**config.mk**
```make
export PLATFORM = sky130hd
export DESIGN_NAME = tape_buffer_threshold_control
export DESIGN_NICKNAME = d
export VERILOG_FILES = /design/src/hdl/tape_buffer_pkg.sv /design/src/hdl/tape_buffer_threshold_control.sv /design/src/hdl/threshold_compare.sv
export SDC_FILE = /design/constraint.sdc
export NUM_CORES = 1
export LEC_CHECK = 0
export ABC_AREA = 1
export BUFFER_PORTS_ARGS = -buffer_cell sky130_fd_sc_hd__buf_2
export CORE_MARGIN = 3
export CORE_UTILIZATION = 40
export DETAILED_ROUTE_END_ITERATION = 16
export SETUP_SLACK_MARGIN = 0.3
export SLEW_MARGIN = 5
export SYNTH_ARGS = -nofsm -noshare
export SYNTH_HDL_FRONTEND = slang
export SYNTH_SLANG_ARGS = --single-unit
```
**constraint.sdc**
```tcl
create_clock -name mclk -period 5.75 [get_ports mclk]
set_clock_uncertainty 0.05 [all_clocks]
set_input_delay 0.2875 -clock mclk [delete_from_list [all_inputs] [get_ports mclk]]
set_output_delay 0.2875 -clock mclk [all_outputs]
set_load 0.01 [all_outputs]
```
**src/hdl/tape_buffer_pkg.sv**
```systemverilog
// Constants for the tape buffer threshold control block.
// Assumes a 21-bit byte occupancy count and thresholds given in 4-KByte steps.
package tape_buffer_pkg;
    localparam int BUF_BYTES = 1048576;
    localparam int CNT_W = 21;
    localparam int STEP_SHIFT = 12;
    localparam int THR_W = 8;
    localparam logic [20:0] CNT_RESET = 21'h000000;
    localparam logic [20:0] BUF_SIZE = 21'h100000;

    typedef enum logic [1:0]
    {
        MODE_SS_WRITE,
        MODE_SS_READ,
        MODE_STREAM_WRITE,
        MODE_STREAM_READ
    } op_mode_t;

    typedef enum
    {
        RC_IDLE,
        RC_DISC,
        RC_ARB,
        RC_CONN
    } rc_state_t;
endpackage

```
**src/hdl/tape_buffer_threshold_control.sv**
```systemverilog
// Flow control around the tape data buffer: motion and reconnect thresholds.
// Assumes the SCSI phase logic reports arbitration results and byte moves.
// Threshold values arrive as levels from the mode-setting logic outside.
// Functional notes
// RULE1: Start/stop write: hold tape motion until buffered data reaches motion threshold.
// RULE2: Start/stop read: fill from tape only when free space reaches motion threshold.
// RULE3: Motion threshold counts in 4-KByte buffer blocks.
// RULE4: Streaming write disconnect: reconnect once free space reaches reconnect threshold.
// RULE5: Streaming read disconnect: reconnect once buffered data reaches reconnect threshold.
// RULE6: Reconnect threshold counts in 4-KByte blocks, independent of motion threshold.
// RULE7: Reconnect needs a won arbitration, then reselects the former initiator.
// RULE8: Releasing a bus signal means not driving it, not driving false.
// RULE9: Disconnect releases the bus so it becomes free.
// RULE10: Keep byte occupancy and compare it or free space every cycle.
`timescale 1ns/1ps
`default_nettype none
module tape_buffer_threshold_control #(
    parameter int CNT_W = tape_buffer_pkg::CNT_W,
    parameter int THR_W = tape_buffer_pkg::THR_W
) (
    input wire logic mclk,
    input wire logic rst_n,
    input wire logic clkEn,
    input wire logic [1:0] opMode,
    input wire logic [THR_W-1:0] motionThr,
    input wire logic [THR_W-1:0] reconnThr,
    input wire logic hostByteIn,
    input wire logic hostByteOut,
    input wire logic tapeByteIn,
    input wire logic tapeByteOut,
    input wire logic disconnectReq,
    input wire logic arbWon,
    input wire logic arbLost,
    input wire logic reselectDone,
    output logic tapeMotion,
    output logic hostXferEn,
    output logic arbReq,
    output logic reselReq,
    output logic busyOut,
    output logic busyOe,
    output logic [CNT_W-1:0] occupancy
);
    logic [CNT_W-1:0] freeSpace;
    logic [CNT_W-1:0] motionAmt;
    logic [CNT_W-1:0] reconnAmt;
    logic motionReached;
    logic reconnReached;
    logic incr;
    logic decr;
    tape_buffer_pkg::rc_state_t rcState_q;
    tape_buffer_pkg::op_mode_t mode;
    logic bufEmpty;
    logic bufFull;
    logic inConn;
    logic inArb;

    assign mode = tape_buffer_pkg::op_mode_t'(opMode);
    assign freeSpace = CNT_W'(tape_buffer_pkg::BUF_SIZE) - occupancy; // RULE10

    // Write flows fill the buffer from the host; read flows fill it from tape.
    assign incr = hostByteIn | tapeByteIn;
    assign decr = hostByteOut | tapeByteOut;

    // Saturation flags keep a stray pulse from wrapping the count.
    assign bufEmpty = (occupancy == '0);
    assign bufFull = (occupancy == CNT_W'(tape_buffer_pkg::BUF_SIZE));

    // Decoded states feed the registered bus outputs.
    assign inConn = (rcState_q == tape_buffer_pkg::RC_CONN);
    assign inArb = (rcState_q == tape_buffer_pkg::RC_ARB);

    // Each threshold looks at one quantity per mode; the other keeps a harmless default.
    always_comb
    begin
        motionAmt = occupancy;
        reconnAmt = freeSpace;
        case (mode)
            tape_buffer_pkg::MODE_SS_WRITE: motionAmt = occupancy; // RULE1
            tape_buffer_pkg::MODE_SS_READ: motionAmt = freeSpace; // RULE2
            tape_buffer_pkg::MODE_STREAM_WRITE: reconnAmt = freeSpace; // RULE4
            tape_buffer_pkg::MODE_STREAM_READ: reconnAmt = occupancy; // RULE5
            default: motionAmt = occupancy;
        endcase
    end

    threshold_compare #(.CNT_W(CNT_W), .THR_W(THR_W)) motionCmp (
        .amount(motionAmt),
        .thrSteps(motionThr),
        .reached(motionReached)
    ); // RULE3

    threshold_compare #(.CNT_W(CNT_W), .THR_W(THR_W)) reconnCmp (
        .amount(reconnAmt),
        .thrSteps(reconnThr),
        .reached(reconnReached)
    ); // RULE6

    // Simultaneous fill and drain leave the count unchanged.
    always_ff @(posedge mclk or negedge rst_n)
    begin
        if (!rst_n)
            occupancy <= tape_buffer_pkg::CNT_RESET;
        else if (clkEn)
        begin
            if (incr && !decr && !bufFull)
                occupancy <= occupancy + CNT_W'(1); // RULE10
            else if (decr && !incr && !bufEmpty)
                occupancy <= occupancy - CNT_W'(1); // RULE10
        end
    end

    // Motion starts once the threshold is met and runs until the buffer
    // empties on write or fills on read, so the transport does not shuttle.
    always_ff @(posedge mclk or negedge rst_n)
    begin
        if (!rst_n)
            tapeMotion <= 1'b0;
        else if (clkEn)
        begin
            if (mode == tape_buffer_pkg::MODE_SS_WRITE)
            begin
                if (!tapeMotion && motionReached && !bufEmpty)
                    tapeMotion <= 1'b1; // RULE1
                else if (bufEmpty)
                    tapeMotion <= 1'b0;
            end
            else if (mode == tape_buffer_pkg::MODE_SS_READ)
            begin
                if (!tapeMotion && motionReached && !bufFull)
                    tapeMotion <= 1'b1; // RULE2
                else if (bufFull)
                    tapeMotion <= 1'b0;
            end
            // Streaming modes let the transport run; reconnection governs flow.
            else
                tapeMotion <= 1'b1;
        end
    end

    always_ff @(posedge mclk or negedge rst_n)
    begin
        if (!rst_n)
            rcState_q <= tape_buffer_pkg::RC_IDLE;
        else if (clkEn)
        begin
            case (rcState_q)
                // Leaving reset the target is taken as already selected.
                tape_buffer_pkg::RC_IDLE:
                begin
                    rcState_q <= tape_buffer_pkg::RC_CONN;
                end
                tape_buffer_pkg::RC_CONN:
                begin
                    if (disconnectReq)
                        rcState_q <= tape_buffer_pkg::RC_DISC; // RULE9
                end
                tape_buffer_pkg::RC_DISC:
                begin
                    if (reconnReached)
                        rcState_q <= tape_buffer_pkg::RC_ARB; // RULE4 RULE5
                end
                // A lost arbitration waits again, so the threshold is rechecked first.
                tape_buffer_pkg::RC_ARB:
                begin
                    if (arbWon && reselectDone)
                        rcState_q <= tape_buffer_pkg::RC_CONN; // RULE7
                    else if (arbLost)
                        rcState_q <= tape_buffer_pkg::RC_DISC;
                end
                default:
                begin
                    rcState_q <= tape_buffer_pkg::RC_IDLE;
                end
            endcase
        end
    end

    // The request drops in the cycle the win is seen, so it never outlives it.
    always_ff @(posedge mclk or negedge rst_n)
    begin
        if (!rst_n)
            arbReq <= 1'b0;
        else if (clkEn)
            arbReq <= inArb && !arbWon; // RULE7
    end

    always_ff @(posedge mclk or negedge rst_n)
    begin
        if (!rst_n)
            reselReq <= 1'b0;
        else if (clkEn)
            reselReq <= inArb && arbWon; // RULE7
    end

    // Bus-facing outputs are registered from the state; in the disconnected
    // state BSY is released by dropping the enable, never driven false.
    always_ff @(posedge mclk or negedge rst_n)
    begin
        if (!rst_n)
            busyOut <= 1'b0;
        else if (clkEn)
            busyOut <= inConn; // RULE8
    end

    always_ff @(posedge mclk or negedge rst_n)
    begin
        if (!rst_n)
            busyOe <= 1'b0;
        else if (clkEn)
            busyOe <= inConn; // RULE8 RULE9
    end

    // Transfers stop in the cycle a disconnect is asked for, ahead of the release.
    always_ff @(posedge mclk or negedge rst_n)
    begin
        if (!rst_n)
            hostXferEn <= 1'b0;
        else if (clkEn)
            hostXferEn <= inConn && !disconnectReq;
    end
endmodule
`default_nettype wire

```
**src/hdl/threshold_compare.sv**
```systemverilog
// One threshold comparator: amount versus threshold steps of 4 KBytes.
// Assumes amount and threshold are synchronous to mclk.
`timescale 1ns/1ps
`default_nettype none
module threshold_compare #(
    parameter int CNT_W = 21,
    parameter int THR_W = 8
) (
    input wire logic [CNT_W-1:0] amount,
    input wire logic [THR_W-1:0] thrSteps,
    output logic reached
);
    logic [CNT_W-1:0] thrBytes;

    assign thrBytes = CNT_W'(thrSteps) << tape_buffer_pkg::STEP_SHIFT; // RULE3
    assign reached = (amount >= thrBytes); // RULE10
endmodule
`default_nettype wire

```
# == After elaboration in Yosys (flattened, before gate mapping) ==
# Index checks and enable logic that the tools add are counted.
# op_classes
n_addsub,3
mul,0
n_div,0
magnitude_cmp,2
eq_ne,13
shifts,0
muxes,15
n_bitwise,2
reduce_logical,25
# op_table
cell,count
$mux 32,4
$pmux 32 s4,1
$mux 21,4
$eq 32x2->1 const B,2
$eq 32x3->1 const B,2
$ge 21x20->1,2
$eq 32x1->1 const B,1
$logic_not 32->1,1
$add 21x1->21 const B,1
$eq 21x21->1 const B,1
$logic_not 21->1,1
$sub 21x1->21 const B,1
$sub 21x21->21 const A,1
$logic_and 1x1->1,11
$logic_not 1->1,7
$mux 1,6
$ne 4x3->1 const B,1
$reduce_and 4->1,1
$ne 3x2->1 const B,1
$ne 3x3->1 const B,1
$reduce_and 3->1,1
$eq 2x1->1 const B,1
$eq 2x2->1 const B,1
$logic_not 2->1,1
5 further kinds,6
# totals
register_bits,58
latchBits,0
mem_bits_rw,0
mem_bits_ro,0
out_inout_bits,27
wordCells,67
memories,0

# == Depth between registers and ports, before layout ==
# depth
word_depth,8
mapped_depth,25
depth_no_buf,25

# == By module ==
# A second synthesis with hierarchy kept.
# unflattened
hier_cells,673
hier_area_um2,3963.8
# by_module_without_submodules
mod,n_inst,cells_per_inst,area_per_inst_um2
tape_buffer_threshold_control,1,561,3378.2
threshold_compare,2,56,292.8

# == Least setup slack after synthesis ==
# Ideal clock, no wire load.
# synth_path
kind,register to register
from,register occupancy[1]
to,register occupancy[13]
arrival_time_ns,2.725
path_slack_ns,2.856
stages_incl_launch_ff,17
path_buffers,0
synth_period_minus_slack_ns,2.894
cell_sequence,dfrtp_1 nor2_1 nand3_2 nor2_4 nand2_2 inv_4 nand3_2 nand2_4 ha_1 a21oi_1 nand2_1 a21oi_1 o21ai_2 a21boi_0 o21bai_1 xnor2_1 o21ai_2
# synth_between
elab_chain_len,5
elab_cells_between_ends,12
# synth_lines
item,line_no,rtl
start: declaration,tape_buffer_threshold_control.sv:41,output logic [CNT_W-1:0] occupancy
start signal: assignment,tape_buffer_threshold_control.sv:102,occupancy <= tape_buffer_pkg::CNT_RESET;
start signal: assignment,tape_buffer_threshold_control.sv:106,occupancy <= occupancy + CNT_W'(1);
start signal: assignment,tape_buffer_threshold_control.sv:108,occupancy <= occupancy - CNT_W'(1);
"parallel branches: the longest is 5 deep, another holds $sub 21x1->21",--,
# Several ways; the timed one is not identified. The select of a mux whose other input is x is not followed.
# A chain may end at the register's enable or synchronous reset.

# == Worst setup path after layout ==
# layout_path
from,register occupancy[8]
to,register occupancy[13]
# Same word-level chain as after synthesis.

==> results.toml <==
[run_status]
outcome = "finished, final reports clean"

[floorplanning]
initial_core_util_pct = 41.5
die_area_sq_um = 9220
number_of_rows_created_at_floorplan = 32
die-width_um = 96.0
die_height_um = 96.0
design.core.area_sq_um = 7810
io_pins = 56

[routing]
routedWlPerCell_um = 12.3
pre_antenna_drt_iters = 4
initialDrtViolationCount = 104
antenna_violating_nets_post_route = 0
num_vias = 3101
totalWireLength_um = 7610
vias_per_cell = 5.02
drc = 0

[hold_path]
class_of_the_worst_hold_path = "input port to register"

[synthesis]
synth_ff_type = "dfrtp_1"
yosys_warnings = 0
synthesis.nets = 533
yosys.cell_types.count = 44
synthesis.area_sq_um = 3240
synth_edf_count = 0
synth.yosys.seq_area_share_pct = 21.6
synthCells = 463
synth.avg_cell_area_sq_um = 7.00
ys_seq_elements = 28
fraction_of_synthesis_flops_using_an_asynchronous_set_or_reset_pin_pct = 100

[global_routing]
grtUsageTotal_pct = 16.9
grt_antenna_before_repair = 0
globalRoute.totalOverflow = 0
first_pass_grt_wire_length_um = 12700
grt_max_degree = 39
first_global_vias = 2849

[power_and_ir_drop]
seq_power_share_pct = 22.5
powerDensity_nw_per_um2 = 521
pwr-share-comb_pct = 69.2
power.share.clock_pct = 8.3
cell_internal_pwr_uw = 903
total_net_switching_power_uw = 1000
vdd_ir_drop_max_mv = 0.247
power.leakage_uw = 0.00194
switching_share_pct = 52.6

[placed_design]
globalplace.congestion = 0.844
hpwl_um = 6240
dpl-instance-area_sq_um = 3570
portBuffers = 55

[finish]
layout.filler_cells = 818
layout.core_utilization_pct = 46.8
mostFrequentLayoutCell = "nand2_1"
n_antenna_cell = 0
syn_to_final_growth_pct = 12.7
drive_above_1_share_pct = 19.8
nets = 587
leading_cell_types_in_the_layout_fill_and_taps_excluded = "134 x nand2_1, 55 x buf_2, 48 x inv_1"
final_design_area_no_fill_sq_um = 3650

[clock_network]
cts.root.buffer_cell = "clkbuf_8"
ctsHtreeMaxLevel = 1
tritoncts_clock_tree = "yes"
clk-insertion-delay-late_ns = 0.28
cts_buffer_depth = 2
cts.sink_count = 28
cts_made_buffers = 3
cts.clk_slew.worst_paths_ns = 0.10
cts_setup_buffers = 0

[sta]
post-route-period-util_pct = 58.2
timing.final.max_slew_violations = 0
period_minus_slack_ns = 3.35
finalSetupTns_ns = 0
finalSetupViolations = 0
rsz0062_at_grt = "false"
tightest_slew_ns = 0.929
final-hold-violation-count = 0
max-slew-margin-rel_pct = 37.8
fmaxAchievable_mhz = 299

[worst_setup_path]
worst-r2r-setup-slack_ns = 2.40
critPathKind = "register to register"
endpoint_kind = "register"
crit_arrival_ns = 3.44
crit_fanout = 24
required_time_reported_for_the_critical_path_endpoint_ns = 5.85
timing.critical_path.from_type = "register"

[flow_run]
cap_viol_max_count = 0
[critical path, cell delays in order, from the launching register on]
cell and delay (ns):
dfrtp_1 0.45, nor2_1 0.13, nor3b_4 0.24, nand2_2 0.14
inv_4 0.10, nand3_2 0.12, nand2_4 0.28, ha_1 0.35
a21oi_1 0.14, nand2_1 0.10, a21oi_1 0.28, o21ai_2 0.14
a21boi_0 0.31, o21bai_1 0.13, xnor2_1 0.19, o21ai_2 0.06
[synthesized netlist by cell type, types with 2 or more instances]
master	number	area share [%]
a21o_1	2	0.46
a21oi_1	32	4.9
a311oi_1	2	0.54
a31oi_1	3	0.58
buf_12	2	1.2
buf_4	2	0.46
clkbuf_1	2	0.23
dfrtp_1	28	22
ha_1	40	15
inv_1	48	5.6
inv_2	3	0.35
nand2_1	134	16
nand2_2	10	1.9
nand3_1	17	2.6
nand3_2	2	0.62
nand4_1	7	1.4
nor2_1	31	3.6
nor2_4	3	1.0
nor3_1	4	0.62
o211ai_1	2	0.46
o21ai_0	22	3.4
o21ai_1	9	1.4
o21ai_2	19	5.1
o21bai_1	2	0.46
or2_1	2	0.39
xnor2_1	8	2.2
xor2_1	10	2.7
[power by group through the flow]
stage | combinational, uW | clock [uW] | sequential, uW
2_1_floorplan | 982 | 0 | 444
3_5_place_dp | 1320 | 0 | 435
3_3_place_gp | 1320 | 0 | 425
6_report | 1320 | 158 | 428
5_1_grt | 1520 | 172 | 451
4_1_cts | 1330 | 167 | 431
[layer usage]
| metal | share of wire, % | vias to the layer above | track usage (%) |
|---|---|---|---|
| met4 | 1.1 | 0 | 3.55 |
| li1 | - | 1654 | - |
| met2 | 47 | 58 | 28.8 |
| met5 | 0 | - | 0 |
| met3 | 3.9 | 9 | 1.88 |
| met1 | 48 | 1380 | 23.0 |
[stage by stage]
step                      std cells  total power (uW)  worst slack (ns)  hold WS, ns
after floorplan                 463              1430              2.86      -0.0581
after global placement          613              1740              2.51        0.312
after detailed placement        613              1750              2.41        0.314
after CTS                       618              1930              2.39        0.248
after global routing            618              2140              2.07        0.263
final                           618              1900              2.40        0.254
[sequential cells by signal, indices dropped and copies added (netlist names)]
signal,count
hostXferEn,1
arbReq,1
reselReq,1
tapeMotion,1
busyOe,1
rcState_q,2
occupancy,21
[logic make-up (layout without fill, tap and decap cells)]
group | count (synthesis) | count (layout) | share of synthesized area, %
adder cells (fa/ha/maj) | 41 | 41 | 16.1
buffers and inverters | 59 | 112 | 8.38
flip-flops | 28 | 28 | 21.6
XOR/XNOR | 18 | 18 | 4.86
AND/OR/NAND/NOR | 216 | 216 | 29.6
AO/OA/AOI/OAI | 101 | 101 | 19.5
[worst paths after layout]
check / end / start / cells after the start
setup / recovery: occupancy[13]$_DFFE_PN0P_ / occupancy[8]$_DFFE_PN0P_ / 15
hold / removal: tapeMotion$_DFFE_PN0P_ / clkEn / 3
setup reg to reg: occupancy[13]$_DFFE_PN0P_ / occupancy[8]$_DFFE_PN0P_ / 15
hold reg to reg: tapeMotion$_DFFE_PN0P_ / tapeMotion$_DFFE_PN0P_ / 2
max in group asynchronous: occupancy[18]$_DFFE_PN0P_ / rst_n / 2
min in group asynchronous: rcState_q[1]$_DFFE_PN0P_ / rst_n / 2
[area by class of cell]
type	instances	area [sq um]	share of cell area (%)
clock buffers	3	41.3	1.13
clock inverters	1	30.0	0.822
inverters	52	198	5.41
multi-input cells	376	2270	62.1
flip-flops and latches	28	701	19.2
well taps	102	128	3.50
repair buffers	56	285	7.81
[what timing repair did]
| item | 4_1_cts | 5_1_grt |
|---|---|---|
| endpoints found under the setup margin | 0 | 0 |
| resized for setup | 0 | 0 |
| hold buffers | 1 | 0 |
| endpoints found under the hold margin | 4 | 0 |
No activity file was read; power rests on OpenSTA's default activity.
